<file path="src/common/nbu_pkg.sv">
// shared constants for the nine-bit multiprocessor serial port
`default_nettype none
package nbu_pkg;
    localparam int NBU_FRAME_BITS = 11;
    localparam int NBU_OVERSAMPLE = 16;
    localparam logic [3:0] NBU_VOTE_S0 = 4'h7;
    localparam logic [3:0] NBU_VOTE_S1 = 4'h8;
    localparam logic [3:0] NBU_VOTE_S2 = 4'h9;
    localparam logic [3:0] NBU_TICK_LAST = 4'hF;
    localparam logic [3:0] NBU_STOP_IDX = 4'hA;
    localparam logic [3:0] NBU_NINTH_IDX = 4'h9;
    localparam logic [4:0] NBU_M2_DIV_FAST = 5'h01;
    localparam logic [4:0] NBU_M2_DIV_SLOW = 5'h03;
    localparam logic [3:0] NBU_PRESCALE_12 = 4'hB;
    localparam logic [7:0] NBU_BUF_RESET = 8'h00;
    typedef enum logic [1:0] {
        NBU_MODE_0 = 2'b00,
        NBU_MODE_1 = 2'b01,
        NBU_MODE_2 = 2'b10,
        NBU_MODE_3 = 2'b11
    } nbu_mode_t;
    typedef enum logic [1:0] {
        NBU_RX_IDLE = 2'b00,
        NBU_RX_START = 2'b01,
        NBU_RX_DATA = 2'b10
    } nbu_rx_state_t;
endpackage
`default_nettype wire

</file>
<file path="src/logic/nbu_rate_gen.sv">
// 8-bit auto-reload rate generator with optional divide-by-12 prescale
`default_nettype none
module nbu_rate_gen
    import nbu_pkg::*;
(
    input wire logic clk,
    input wire logic rst,
    input wire logic fast_clk_sel,
    input wire logic [7:0] reload,
    output logic overflow
);
    logic [3:0] pre_q;
    logic [7:0] cnt_q;
    wire pre_tick = fast_clk_sel || (pre_q == NBU_PRESCALE_12);
    wire cnt_wrap = pre_tick && (cnt_q == 8'hFF);

    always_ff @(posedge clk or posedge rst)
    begin
        if (rst)
        begin
            pre_q <= 4'h0;
            cnt_q <= 8'h00;
        end
        else
        begin
            pre_q <= pre_tick ? 4'h0 : pre_q + 4'h1;
            if (pre_tick)
                cnt_q <= cnt_wrap ? reload : cnt_q + 8'h01;
        end
    end

    assign overflow = cnt_wrap;
endmodule
`default_nettype wire

</file>
<file path="src/logic/nbu_uart.sv">
// nine-bit asynchronous serial port with multiprocessor filtering
// Operation
// - frame is start, eight data, ninth, stop
// - transmit and receive run independently
// - data bits travel least significant first
// - sent ninth bit comes from tx_ninth_bit
// - mode 2 rate clk/64, or clk/32 doubled
// - buffer write starts a transmission
// - send start, data, ninth, stop in order
// - tx_done_flag set after stop bit sent
// - receive starts on falling edge when enabled
// - receive pin sampled sixteen times per bit
// - start edge resets receive bit timing
// - bit value is majority of three samples
// - unconfirmed start bit abandons the frame
// - load buffer when flag clear and filter passes
// - failed load leaves buffer and flags alone
// - mode 3 uses generator-based bit rate
// - filtering only in nine-bit modes
// - received ninth bit stored; with filtering, interrupt only when one
// - filtered data bytes raise no interrupt
// - generator overflow divided by thirty-two, or sixteen doubled
// - generator is 8-bit auto-reload timer
`default_nettype none
module nbu_uart
    import nbu_pkg::*;
(
    input wire logic clk,
    input wire logic rst,
    input wire logic [1:0] mode,
    input wire logic baud_double_bit,
    input wire logic gen_fast_clk,
    input wire logic [7:0] rate_reload_reg,
    input wire logic rx_enable,
    input wire logic multiproc_filter_bit,
    input wire logic tx_ninth_bit,
    input wire logic buf_write,
    input wire logic [7:0] buf_wdata,
    input wire logic tx_done_clear,
    input wire logic rx_done_clear,
    input wire logic rx_pin,
    output logic tx_pin,
    output logic tx_busy,
    output logic tx_done_flag,
    output logic rx_done_flag,
    output logic rx_ninth_bit,
    output logic [7:0] serial_buffer
);
    logic gen_ovf;
    logic [4:0] m2_div_q;
    logic rx_meta_q, rx_sync_q, rx_prev_q;
    logic [3:0] tx_tick_q, rx_tick_q;
    logic [3:0] tx_idx_q, rx_idx_q;
    logic [10:0] tx_shift_q;
    logic [8:0] rx_shift_q;
    logic [2:0] vote_q;
    logic tx_busy_q, tx_pin_q, tx_done_q, rx_done_q, rx_ninth_q;
    logic [7:0] buf_q;
    nbu_rx_state_t rx_state_q, rx_state_d;

    nbu_rate_gen u_rate_gen (
        .clk(clk),
        .rst(rst),
        .fast_clk_sel(gen_fast_clk),
        .reload(rate_reload_reg),
        .overflow(gen_ovf)
    );

    // sample tick: sixteen per bit in every mode
    wire nine_bit_mode = (mode == NBU_MODE_2) || (mode == NBU_MODE_3);
    wire [4:0] m2_div_last = baud_double_bit ? NBU_M2_DIV_FAST : NBU_M2_DIV_SLOW;
    wire m2_tick = (m2_div_q >= m2_div_last);
    // generator rate: doubling bit halves the extra prescale of two
    logic gen_half_q;
    wire gen_tick = gen_ovf && (baud_double_bit || gen_half_q);
    wire samp_tick = (mode == NBU_MODE_3) ? gen_tick : m2_tick;

    always_ff @(posedge clk or posedge rst)
    begin
        if (rst)
        begin
            m2_div_q <= 5'h00;
            gen_half_q <= 1'b0;
        end
        else
        begin
            m2_div_q <= m2_tick ? 5'h00 : m2_div_q + 5'h01;
            if (gen_ovf)
                gen_half_q <= ~gen_half_q;
        end
    end

    // transmitter, runs freely of the receiver
    wire tx_bit_end = tx_busy_q && samp_tick && (tx_tick_q == NBU_TICK_LAST);
    wire tx_last = tx_bit_end && (tx_idx_q == NBU_STOP_IDX);
    wire tx_start = buf_write && !tx_busy_q && nine_bit_mode;

    always_ff @(posedge clk or posedge rst)
    begin
        if (rst)
        begin
            tx_busy_q <= 1'b0;
            tx_pin_q <= 1'b1;
            tx_shift_q <= 11'h7FF;
            tx_tick_q <= 4'h0;
            tx_idx_q <= 4'h0;
            tx_done_q <= 1'b0;
        end
        else
        begin
            if (tx_start)
            begin
                // shift order: start, data lsb first, ninth, stop
                tx_shift_q <= {1'b1, tx_ninth_bit, buf_wdata, 1'b0};
                tx_busy_q <= 1'b1;
                tx_tick_q <= 4'h0;
                tx_idx_q <= 4'h0;
            end
            else if (tx_busy_q && samp_tick)
            begin
                tx_tick_q <= tx_tick_q + 4'h1;
                if (tx_bit_end)
                begin
                    tx_shift_q <= {1'b1, tx_shift_q[10:1]};
                    tx_idx_q <= tx_idx_q + 4'h1;
                    if (tx_last)
                        tx_busy_q <= 1'b0;
                end
            end
            tx_pin_q <= tx_start ? 1'b0 : (tx_busy_q && !tx_last ? tx_shift_q[0] : 1'b1);
            // set wins over clear
            if (tx_last)
                tx_done_q <= 1'b1;
            else if (tx_done_clear)
                tx_done_q <= 1'b0;
        end
    end

    // receive pin synchroniser; first stage read only by the second
    always_ff @(posedge clk or posedge rst)
    begin
        if (rst)
        begin
            rx_meta_q <= 1'b1;
            rx_sync_q <= 1'b1;
            rx_prev_q <= 1'b1;
        end
        else
        begin
            rx_meta_q <= rx_pin;
            rx_sync_q <= rx_meta_q;
            rx_prev_q <= rx_sync_q;
        end
    end

    wire rx_fall = rx_prev_q && !rx_sync_q;
    // majority of the three mid-bit samples
    wire vote_bit = (vote_q[0] & vote_q[1]) | (vote_q[1] & vote_q[2]) | (vote_q[0] & vote_q[2]);
    wire rx_bit_end = samp_tick && (rx_tick_q == NBU_TICK_LAST);
    wire rx_in_mid = samp_tick && (rx_tick_q == NBU_VOTE_S0 || rx_tick_q == NBU_VOTE_S1
        || rx_tick_q == NBU_VOTE_S2);
    wire rx_stop_end = (rx_state_q == NBU_RX_DATA) && rx_bit_end && (rx_idx_q == NBU_STOP_IDX);
    // filter only in nine-bit modes with the filter bit set
    wire filter_on = nine_bit_mode && multiproc_filter_bit;
    wire rx_load = rx_stop_end && !rx_done_q && (!filter_on || rx_shift_q[8]);

    always_comb
    begin
        rx_state_d = rx_state_q;
        unique case (rx_state_q)
            NBU_RX_IDLE:
                if (rx_fall && rx_enable && nine_bit_mode)
                    rx_state_d = NBU_RX_START;
            NBU_RX_START:
                if (rx_bit_end)
                    rx_state_d = vote_bit ? NBU_RX_IDLE : NBU_RX_DATA;
            NBU_RX_DATA:
                if (rx_stop_end)
                    rx_state_d = NBU_RX_IDLE;
            default:
                rx_state_d = NBU_RX_IDLE;
        endcase
    end

    always_ff @(posedge clk or posedge rst)
    begin
        if (rst)
        begin
            rx_state_q <= NBU_RX_IDLE;
            rx_tick_q <= 4'h0;
            rx_idx_q <= 4'h0;
            vote_q <= 3'h7;
            rx_shift_q <= 9'h000;
        end
        else
        begin
            rx_state_q <= rx_state_d;
            if (rx_state_q == NBU_RX_IDLE)
            begin
                rx_tick_q <= 4'h0;
                rx_idx_q <= 4'h1;
            end
            else if (samp_tick)
                rx_tick_q <= rx_tick_q + 4'h1;
            if (rx_in_mid)
                vote_q <= {vote_q[1:0], rx_sync_q};
            if (rx_state_q == NBU_RX_DATA && rx_bit_end)
            begin
                rx_idx_q <= rx_idx_q + 4'h1;
                // stop bit is not shifted, data and ninth go in lsb first
                if (rx_idx_q <= NBU_NINTH_IDX)
                    rx_shift_q <= {vote_bit, rx_shift_q[8:1]};
            end
        end
    end

    // buffer and ninth bit change only on a successful load; done flag also clears on rx_done_clear
    always_ff @(posedge clk or posedge rst)
    begin
        if (rst)
        begin
            buf_q <= NBU_BUF_RESET;
            rx_ninth_q <= 1'b0;
            rx_done_q <= 1'b0;
        end
        else
        begin
            if (rx_load)
            begin
                buf_q <= rx_shift_q[7:0];
                rx_ninth_q <= rx_shift_q[8];
            end
            if (rx_load)
                rx_done_q <= 1'b1;
            else if (rx_done_clear)
                rx_done_q <= 1'b0;
        end
    end

    assign tx_pin = tx_pin_q;
    assign tx_busy = tx_busy_q;
    assign tx_done_flag = tx_done_q;
    assign rx_done_flag = rx_done_q;
    assign rx_ninth_bit = rx_ninth_q;
    assign serial_buffer = buf_q;

    chk_tx_idle_high: assert property (@(posedge clk) disable iff (rst)
        !tx_busy_q && !$past(tx_busy_q) && !$past(tx_start) |-> tx_pin_q)
        else $error("tx pin low while idle");
    chk_tx_start_low: assert property (@(posedge clk) disable iff (rst)
        tx_start |=> !tx_pin_q && tx_busy_q)
        else $error("start bit not driven");
    chk_tx_done_set: assert property (@(posedge clk) disable iff (rst)
        tx_last |=> tx_done_q && !tx_busy_q)
        else $error("tx done not set after stop");
    chk_rx_no_load: assert property (@(posedge clk) disable iff (rst)
        !rx_load |=> buf_q == $past(buf_q) && rx_ninth_q == $past(rx_ninth_q))
        else $error("buffer changed without load");
    chk_rx_filter: assert property (@(posedge clk) disable iff (rst)
        rx_stop_end && filter_on && !rx_shift_q[8] && !rx_done_q |=> !rx_done_q)
        else $error("filtered byte raised done");
    chk_rx_load_data: assert property (@(posedge clk) disable iff (rst)
        rx_load |=> rx_done_q && buf_q == $past(rx_shift_q[7:0]))
        else $error("load did not store byte");
    chk_rx_enable: assert property (@(posedge clk) disable iff (rst)
        rx_state_q == NBU_RX_IDLE && !rx_enable |=> rx_state_q == NBU_RX_IDLE)
        else $error("receive started while disabled");
    chk_rx_false_start: assert property (@(posedge clk) disable iff (rst)
        rx_state_q == NBU_RX_START && rx_bit_end && vote_bit |=> rx_state_q == NBU_RX_IDLE)
        else $error("false start not rejected");
    // rate checks watch the fixed divider itself, so a mode switch cannot trip them
    chk_m2_rate: assert property (@(posedge clk) disable iff (rst)
        baud_double_bit && m2_tick ##1 baud_double_bit [*2]
        |-> m2_tick)
        else $error("doubled mode 2 tick spacing wrong");
    chk_m2_slow: assert property (@(posedge clk) disable iff (rst)
        !baud_double_bit && m2_tick ##1 !baud_double_bit [*4] |-> m2_tick)
        else $error("mode 2 tick spacing wrong");
    chk_m2_gap: assert property (@(posedge clk) disable iff (rst)
        m2_tick |=> !m2_tick)
        else $error("mode 2 ticks back to back");
    chk_gen_rate: assert property (@(posedge clk) disable iff (rst)
        mode == NBU_MODE_3 && samp_tick |-> gen_ovf)
        else $error("mode 3 tick without overflow");
    chk_gen_half: assert property (@(posedge clk) disable iff (rst)
        gen_tick && !baud_double_bit |-> gen_half_q)
        else $error("undoubled generator tick not halved");
    chk_tx_busy_ignore: assert property (@(posedge clk) disable iff (rst)
        tx_busy_q && buf_write && !tx_bit_end |=> tx_idx_q == $past(tx_idx_q))
        else $error("write while busy disturbed frame");
    chk_tx_ninth: assert property (@(posedge clk) disable iff (rst)
        tx_start |=> tx_shift_q[9] == $past(tx_ninth_bit))
        else $error("ninth bit not loaded");
    chk_tx_data: assert property (@(posedge clk) disable iff (rst)
        tx_start |=> tx_shift_q[8:1] == $past(buf_wdata))
        else $error("data byte not loaded");
    chk_tx_stop_high: assert property (@(posedge clk) disable iff (rst)
        tx_busy_q && tx_idx_q == NBU_STOP_IDX |=> tx_pin_q)
        else $error("stop bit not high");
    chk_tx_pin_follows: assert property (@(posedge clk) disable iff (rst)
        tx_busy_q && !tx_last |=> tx_pin_q == $past(tx_shift_q[0]))
        else $error("tx pin not following shifter");
    chk_tx_idx_range: assert property (@(posedge clk) disable iff (rst)
        tx_busy_q |-> tx_idx_q <= NBU_STOP_IDX)
        else $error("tx bit index out of frame");
    chk_tx_tick_gate: assert property (@(posedge clk) disable iff (rst)
        !tx_busy_q && !tx_start |=> tx_tick_q == $past(tx_tick_q))
        else $error("tx timing ran while idle");
    chk_tx_mode_off: assert property (@(posedge clk) disable iff (rst)
        !nine_bit_mode && !tx_busy_q |=> !tx_busy_q)
        else $error("tx started outside nine-bit modes");
    chk_tx_done_hold: assert property (@(posedge clk) disable iff (rst)
        tx_done_q && !tx_done_clear |=> tx_done_q)
        else $error("tx done dropped without clear");
    chk_tx_done_rise: assert property (@(posedge clk) disable iff (rst)
        $rose(tx_done_q) |-> $past(tx_last))
        else $error("tx done set before stop bit");
    chk_rx_done_hold: assert property (@(posedge clk) disable iff (rst)
        rx_done_q && !rx_done_clear |=> rx_done_q)
        else $error("rx done dropped without clear");
    chk_rx_ninth_load: assert property (@(posedge clk) disable iff (rst)
        rx_load |=> rx_ninth_q == $past(rx_shift_q[8]))
        else $error("ninth bit not stored");
    chk_rx_tick_reset: assert property (@(posedge clk) disable iff (rst)
        rx_state_q == NBU_RX_IDLE |=> rx_tick_q == 4'h0)
        else $error("rx timing not reset while idle");
    chk_rx_start_go: assert property (@(posedge clk) disable iff (rst)
        rx_state_q == NBU_RX_IDLE && rx_fall && rx_enable && nine_bit_mode
        |=> rx_state_q == NBU_RX_START)
        else $error("start edge not taken");
    chk_rx_mode_off: assert property (@(posedge clk) disable iff (rst)
        rx_state_q == NBU_RX_IDLE && !nine_bit_mode |=> rx_state_q == NBU_RX_IDLE)
        else $error("rx started outside nine-bit modes");
    chk_rx_vote_mid: assert property (@(posedge clk) disable iff (rst)
        rx_in_mid |=> vote_q[0] == $past(rx_sync_q))
        else $error("mid-bit sample not taken");
    chk_rx_data_shift: assert property (@(posedge clk) disable iff (rst)
        rx_state_q == NBU_RX_DATA && rx_bit_end && rx_idx_q <= NBU_NINTH_IDX
        |=> rx_shift_q[8] == $past(vote_bit))
        else $error("voted bit not shifted in");
    chk_rx_idx_range: assert property (@(posedge clk) disable iff (rst)
        rx_state_q == NBU_RX_DATA |-> rx_idx_q >= 4'h1 && rx_idx_q <= NBU_STOP_IDX)
        else $error("rx bit index out of frame");
    // an abandoned start must never reach the buffer
    chk_rx_abandon: assert property (@(posedge clk) disable iff (rst)
        rx_state_q != NBU_RX_DATA |-> !rx_load)
        else $error("load outside data phase");
endmodule
`default_nettype wire

</file>
<file path="config.mk">
export PLATFORM = sky130hd
export DESIGN_NAME = nbu_uart
export DESIGN_NICKNAME = d
export VERILOG_FILES = /design/src/common/nbu_pkg.sv /design/src/logic/nbu_rate_gen.sv /design/src/logic/nbu_uart.sv
export SDC_FILE = /design/constraint.sdc
export NUM_CORES = 1
export LEC_CHECK = 0
export BUFFER_PORTS_ARGS = -buffer_cell sky130_fd_sc_hd__buf_4
export CAP_MARGIN = 10
export CORE_ASPECT_RATIO = 0.7
export CORE_MARGIN = 5
export CORE_UTILIZATION = 30
export DETAILED_ROUTE_END_ITERATION = 7
export GPL_TIMING_DRIVEN = 0
export PLACE_DENSITY = 0.48
export SLEW_MARGIN = 20
export SYNTH_ARGS = -nofsm -noshare
export SYNTH_HDL_FRONTEND = slang
export SYNTH_SLANG_ARGS = --single-unit
</file>
<file path="constraint.sdc">
create_clock -name clk -period 2.65 [get_ports clk]
set_input_delay 0.1325 -clock clk [delete_from_list [all_inputs] [get_ports clk]]
set_output_delay 0.1325 -clock clk [all_outputs]
set_load 0.03 [all_outputs]
</file>
Word-level counts from Yosys, hierarchy flattened
Index checks and enable logic that the tools add are counted.
{"block": "classes", "n_addsub": 7, "n_mul": 0, "n_div": 0, "order_cmp": 2, "eq_ne": 16, "shift": 0, "mux": 32, "bitwise": 6, "reduce_logical": 41}
{"operator": "$mux 4", "count": 10}
{"operator": "$mux 11", "count": 3}
{"operator": "$eq 4x4->1 const B", "count": 7}
{"operator": "$add 4x1->4 const B", "count": 5}
{"operator": "$logic_and 1x1->1", "count": 18}
{"operator": "$reduce_bool 2->1", "count": 7}
{"operator": "$mux 1", "count": 11}
{"operator": "$mux 2", "count": 5}
{"operator": "$add 8x1->8 const B", "count": 1}
{"operator": "$eq 8x8->1 const B", "count": 1}
{"operator": "$mux 8", "count": 1}
{"operator": "$eq 2x2->1 const B", "count": 3}
{"operator": "$logic_or 1x1->1", "count": 6}
{"operator": "$ne 2x2->1 const B", "count": 3}
{"operator": "$pmux 2 s3", "count": 1}
{"operator": "$reduce_and 3->1", "count": 2}
{"operator": "$add 5x1->5 const B", "count": 1}
{"operator": "$ge 5x2->1", "count": 1}
{"operator": "$logic_not 1->1", "count": 5}
{"operator": "$mux 5", "count": 1}
{"operator": "$eq 4x3->1 const B", "count": 1}
{"operator": "$le 4x4->1 const B", "count": 1}
{"operator": "$reduce_and 2->1", "count": 2}
{"operator": "$and 1x1->1", "count": 3}
{"operator": "4 further kinds", "count": 5}
{"block": "totals", "register_bits": 75, "latch_bits": 0, "mem_bits_rw": 0, "romBits": 0, "in_bits": 29, "out_inout_bits": 13, "memories": 0}

Depth between registers and ports, before layout
{"block": "logic_depth", "depth_word": 12, "ltp_mapped": 7, "mapped_depth_nobuf": 6}

Hierarchy
From an unflattened synthesis, not the netlist that was laid out.
{"block": "unflattened", "hier_cells": 300, "area_unflattened_um2": 3502.1}
{"mod": "nbu_uart", "instances": 1, "cells_each": 238, "area_per_inst_um2": 2862.7, "seq_area_each_um2": 1572.8}
{"mod": "nbu_rate_gen", "instances": 1, "cells_each": 62, "area_per_inst_um2": 639.4, "seq_area_each_um2": 300.3}

Worst setup path before layout
No wires, ideal clock.
{"block": "synth_timing", "path_kind": "register to register", "start": "reg m2_div_q[1]", "end": "reg rx_ninth_q, in the netlist rx_ninth_bit", "setup_time_ps": 125, "t_arrival_ps": 2105, "path_slack_ps": 420, "stages_incl_launch_ff": 8, "n_path_buf": 1, "period_less_slack_ps": 2230, "path_cell_list": "dfrtp_1 -> ha_1 -> nand2_1 -> a22oi_1 -> o21ai_4 -> or4_4 -> buf_6 -> mux2_4"}
{"block": "synth_between", "elab_chain_len": 7}
{"element": "start, declared", "line": "nbu_uart.sv:50", "source": "logic [4:0] m2_div_q;"}
{"element": "start signal, assigned", "line": "nbu_uart.sv:87", "source": "m2_div_q <= m2_tick ? 5'h00 : m2_div_q + 5'h01;"}
{"element": "$ge 5x2->1", "line": "nbu_uart.sv:72", "source": "wire m2_tick = (m2_div_q >= m2_div_last);"}
{"element": "$mux 1", "line": "nbu_uart.sv:76", "source": "wire samp_tick = (mode == NBU_MODE_3) ? gen_tick : m2_tick;"}
{"element": "$logic_and 1x1->1", "line": "nbu_uart.sv:159", "source": "wire rx_bit_end = samp_tick && (rx_tick_q == NBU_TICK_LAST);"}
{"element": "$logic_and 1x1->1 (2 in series)", "line": "nbu_uart.sv:162", "source": "wire rx_stop_end = (rx_state_q == NBU_RX_DATA) && rx_bit_end && (rx_idx_q == NBU_STOP_IDX);"}
{"element": "$logic_and 1x1->1 (2 in series)", "line": "nbu_uart.sv:165", "source": "wire rx_load = rx_stop_end && !rx_done_q && (!filter_on || rx_shift_q[8]);"}
{"element": "end signal, assigned", "line": "nbu_uart.sv:231", "source": "rx_ninth_q <= rx_shift_q[8];"}
{"element": "end, declared", "line": "nbu_uart.sv:57", "source": "logic tx_busy_q, tx_pin_q, tx_done_q, rx_done_q, rx_ninth_q;"}
Every way passes these cells.
A chain may end at the register's enable or synchronous reset.

Worst setup path after layout
{"block": "layout_timing", "start": "reg u_rate_gen.pre_q[0]", "end": "reg vote_q[1]"}
{"block": "layout_between", "elab_chain_len": 6}
{"element": "start, declared", "line": "nbu_rate_gen.sv:12", "source": "logic [3:0] pre_q;"}
{"element": "start signal, assigned", "line": "nbu_rate_gen.sv:26", "source": "pre_q <= pre_tick ? 4'h0 : pre_q + 4'h1;"}
{"element": "$eq 4x4->1", "line": "nbu_rate_gen.sv:14", "source": "wire pre_tick = fast_clk_sel || (pre_q == NBU_PRESCALE_12);"}
{"element": "$logic_or 1x1->1", "line": "nbu_rate_gen.sv:14"}
{"element": "$logic_and 1x1->1", "line": "nbu_rate_gen.sv:15", "source": "wire cnt_wrap = pre_tick && (cnt_q == 8'hFF);"}
{"element": "$logic_and 1x1->1", "line": "nbu_uart.sv:75", "source": "wire gen_tick = gen_ovf && (baud_double_bit || gen_half_q);"}
{"element": "$mux 1", "line": "nbu_uart.sv:76"}
{"element": "$logic_and 1x1->1", "line": "nbu_uart.sv:160", "source": "wire rx_in_mid = samp_tick && (rx_tick_q == NBU_VOTE_S0 || rx_tick_q == NBU_VOTE_S1"}
{"element": "end signal, assigned", "line": "nbu_uart.sv:206", "source": "vote_q <= {vote_q[1:0], rx_sync_q};"}
{"element": "end, declared", "line": "nbu_uart.sv:56", "source": "logic [2:0] vote_q;"}
Every way passes these cells.

==> metrics.txt <==
# TYPE chip_impl_metric gauge
chip_impl_metric{name="wire_per_inst",unit="um"} 13.9
chip_impl_metric{name="drt_pass1_iterations",unit=""} 4
chip_impl_metric{name="cp.required",unit="ns"} 2.90
chip_impl_metric{name="final.period_utilization",unit="%"} 92.0
chip_impl_metric{name="worst_skew_pair.late_latency",unit="ns"} 0.33
chip_impl_metric{name="vias",unit=""} 2330
chip_impl_metric{name="grt_start_max_net_pins",unit=""} 52
chip_impl_metric{name="timing.critical_path.arrival",unit="ns"} 2.69
chip_impl_info{name="yosysTopAreaCell",value="dfrtp_1"} 1
chip_impl_metric{name="syn_area_per_cell",unit="um^2"} 11.7
chip_impl_metric{name="grt_first_pass_wirelength",unit="um"} 11800
chip_impl_info{name="synth.most_common_cell",value="dfrtp_1"} 1
chip_impl_metric{name="place.gp.congestion",unit=""} 0.778
chip_impl_metric{name="hold_violations",unit=""} 0
chip_impl_metric{name="placeableCoreArea",unit="um^2"} 11100
chip_impl_info{name="run_status",value="complete, no violations"} 1
chip_impl_metric{name="clkTransAtPathRegs",unit="ns"} 0.06
chip_impl_info{name="critPathLaunchType",value="flip-flop"} 1
chip_impl_metric{name="tritoncts_num_sinks",unit=""} 74
chip_impl_metric{name="fmax",unit="MHz"} 410
chip_impl_metric{name="drtIter0Drc",unit=""} 93
chip_impl_info{name="reg2reg_from",value="u_rate_gen.pre_q[0]"} 1
chip_impl_metric{name="antenna_found_initial",unit=""} 0
chip_impl_metric{name="placement.setup.worst_slack",unit="ns"} -0.0265
chip_impl_metric{name="synthesis.area",unit="um^2"} 3430
chip_impl_metric{name="final_core_utilization",unit="%"} 38.8
chip_impl_metric{name="register_area_share_after_synthesis",unit="%"} 54.6
chip_impl_metric{name="yosysWarnings",unit=""} 0
chip_impl_metric{name="design.die.area",unit="um^2"} 13700
chip_impl_info{name="synth-main-ff-cell",value="dfrtp_1"} 1
chip_impl_metric{name="std_cell_rows",unit=""} 32
chip_impl_metric{name="drv_cap",unit=""} 0
chip_impl_metric{name="area.growth.synth_to_final",unit="%"} 25.4
chip_impl_metric{name="detail_route.wirelength",unit="um"} 7070
chip_impl_info{name="tritoncts",value="built"} 1
chip_impl_metric{name="layout_min_cycle_time",unit="ns"} 2.44
chip_impl_metric{name="reg2reg_setup_slack",unit="ns"} 0.21
chip_impl_info{name="timing.critical_path.to_type",value="flip-flop"} 1
chip_impl_info{name="cts_root_buf",value="clkbuf_16"} 1
chip_impl_metric{name="io_buffer_count",unit=""} 41
chip_impl_info{name="r2r_end",value="vote_q[1]"} 1
chip_impl_info{name="worst_setup_path_endpoint",value="vote_q[1]"} 1
chip_impl_info{name="timing.critical_path.slowest_stage_cell",value="o2111ai_1"} 1
chip_impl_metric{name="finalSetupTns",unit="ns"} 0
chip_impl_metric{name="vdd_drop_max",unit="uV"} 313
chip_impl_metric{name="track_usage",unit="%"} 11.1
chip_impl_metric{name="worst_r2r_path_depth",unit=""} 6
chip_impl_metric{name="place.detailed.instances",unit=""} 489
chip_impl_metric{name="cts-buffers-inserted",unit=""} 9
chip_impl_info{name="critPathKind",value="flip-flop to flip-flop"} 1
chip_impl_metric{name="fillCellCount",unit=""} 1086
chip_impl_metric{name="final-setup-viol-count",unit=""} 0
chip_impl_metric{name="synth_edf_count",unit=""} 0
chip_impl_metric{name="powerDensity",unit="nW/um^2"} 770
chip_impl_metric{name="crit_fanout",unit=""} 8
chip_impl_metric{name="worst_path_largest_cell_delay",unit="ns"} 0.42
chip_impl_metric{name="finalClockSkew",unit="ns"} 0.00847
chip_impl_metric{name="antenna_left",unit=""} 0
chip_impl_metric{name="post_route_worst_setup_slack",unit="ns"} 0.212
chip_impl_metric{name="overflow",unit=""} 0
chip_impl_metric{name="final-max-slew-violation-count",unit=""} 0
chip_impl_metric{name="dp_hpwl",unit="um"} 4960
chip_impl_metric{name="leakagePower",unit="uW"} 0.00209
chip_impl_metric{name="vias_per_cell",unit=""} 4.58
chip_impl_metric{name="grt_pass1_vias",unit=""} 2379
chip_impl_metric{name="timing_worst_slew_pin_value",unit="ns"} 0.860
chip_impl_metric{name="initial_utilization",unit="%"} 30.9
chip_impl_metric{name="final_net_count",unit=""} 394
chip_impl_metric{name="async_reset_ff_share",unit="%"} 100
chip_impl_metric{name="drcViolationCount",unit=""} 0
chip_impl_metric{name="deepest_level_of_the_cts_h_tree",unit=""} 3
chip_impl_metric{name="synthDistinctLibCells",unit=""} 49
chip_impl_metric{name="drive_gt1_share",unit="%"} 30.3
chip_impl_info{name="netlist_top_cells_count",value="57 x dfrtp_1, 25 x nand2_1, 22 x nor2_1"} 1
chip_impl_metric{name="syn-instance-count",unit=""} 293
chip_impl_metric{name="cts_post_setup_buffers_inserted",unit=""} 0
chip_impl_info{name="cp-startpoint",value="u_rate_gen.pre_q[0]"} 1
chip_impl_info{name="hold_path_class",value="primary input to flip-flop"} 1
chip_impl_metric{name="diodes",unit=""} 0
chip_impl_metric{name="layoutNonFillerInstCount",unit=""} 509
chip_impl_metric{name="ys_seq_elements",unit=""} 74
chip_impl_info{name="list_of_cells_traversed_by_the_critical_path",value="ha_1 > and3b_1 > o2111ai_1 > nand2_1 > o21ai_0 > mux2_2"} 1
chip_impl_metric{name="post-layout-total-power",unit="uW"} 3310
chip_impl_metric{name="yosys.area.top_type_share",unit="%"} 41.6
chip_impl_info{name="synth.area.top_cells",value="dfrtp_1 42%, dfstp_2 13%, ha_1 5.1%"} 1
chip_impl_info{name="rsz0062_at_grt",value="no"} 1
chip_impl_metric{name="clockBufferDepth",unit=""} 2
chip_impl_metric{name="die_width",unit="um"} 138
chip_impl_metric{name="die_height",unit="um"} 99.5
chip_impl_metric{name="worst_slew_margin_rel",unit="%"} 42.1
chip_impl_metric{name="ioPinCount",unit=""} 42
-- layout by cell type (no fill, tap or decap), drive strengths merged, types with 3 or more instances in the layout --
cell and count:
a21o 9, a21oi 17, a22o 8, a31oi 3
and3 5, and4 3, buf 45, clkbuf 17
dfrtp 57, dfstp 17, dlygate4sd3 4, ha 14
inv 9, mux2 23, mux2i 7, nand2 25
nand2b 4, nand3 13, nand3b 3, nand4 3
nor2 22, o21ai 13, xnor2 5
-- per-stage QoR --
| stage | cell area [um^2] | hold slack [ns] |
|---|---|---|
| after CTS | 4300 | 0.00441 |
| after detailed placement | 3970 | 0.133 |
| after global routing | 4300 | 0.0275 |
| after floorplan | 3440 | 0.137 |
| after global placement | 3940 | 0.246 |
| final | 4300 | 0.0168 |
-- cell type report --
type | instances | area (um^2) | share of cell area, %
inverters | 9 | 36.3 | 0.843
well taps | 153 | 191 | 4.45
multi-input cells | 205 | 1510 | 35.0
plain buffers | 6 | 35.0 | 0.814
clock inverters | 2 | 12.5 | 0.291
repair buffers | 46 | 375 | 8.72
flip-flops and latches | 74 | 1870 | 43.5
clock buffers | 14 | 274 | 6.37
-- repair_timing --
item | in CTS | in global routing
endpoints found under the hold margin | 24 | 0
gates cloned | 0 | 0
setup endpoints to repair | 9 | 9
hold buffers | 4 | 0
resized for setup | 1 | 1
-- layer usage --
metal  up-vias  GRT usage (%)  routed length, um
met3         8           3.54                227
li1       1168              -                  -
met1      1126           16.4               3870
met4         0           3.87                 94
met5         -              0                  0
met2        28           15.1               2880
-- state kept, by name (all words and copies together), names as in the netlist, 2 cells and up --
signal            flops
tx_tick_q             4
rx_idx_q              4
m2_div_q              5
rx_tick_q             4
tx_shift_q           10
vote_q                3
rx_state_q            2
u_rate_gen.cnt_q      8
u_rate_gen.pre_q      4
tx_idx_q              4
rx_shift_q            9
serial_buffer         8
-- report_power, final --
group	leakage [uW]	internal (uW)	total (uW)	switching [uW]
combinational	0.00103	279	556	277
clock	0.000139	710	1160	446
sequential	0.000923	1410	1600	193
total	0.00209	2400	3310	916
-- worst max-delay path: cells and delay by family, from the launching register on --
kind	cells	cell delay [ns]
compound gates	2	0.77
simple gates	2	0.56
mux	1	0.41
flops	1	0.39
fa+ha+maj	1	0.24
-- how the worst min path moves through the flow --
stage,from,cells past startpoint,slack [ns],endpoint
2_1_floorplan,rx_pin,0,0.14,rx_meta_q
3_5_place_dp,rst,2,0.13,serial_buffer[3]
6_report,tx_ninth_bit,3,0.02,tx_shift_q[9]
4_1_cts,tx_ninth_bit,3,0.004,tx_shift_q[9]
3_3_place_gp,rx_pin,1,0.25,rx_meta_q
5_1_grt,tx_ninth_bit,3,0.03,tx_shift_q[9]
-- logic make-up (layout without fill, tap and decap cells) --
logic type                 Yosys count  in the layout  synth area share (%)
DFF                                 74             74                  54.6
adders and majority gates           15             15                  5.40
and+or+nand+nor                     87             87                  12.6
muxes                               30             30                  10.6
AOI/OAI and AO/OA                   64             64                  13.0
other                                1              2                 0.109
xor gates and xnor gates             7              7                  1.79
buffers and inverters               15             77                  2.00
Power figures use the tool's default switching activity.
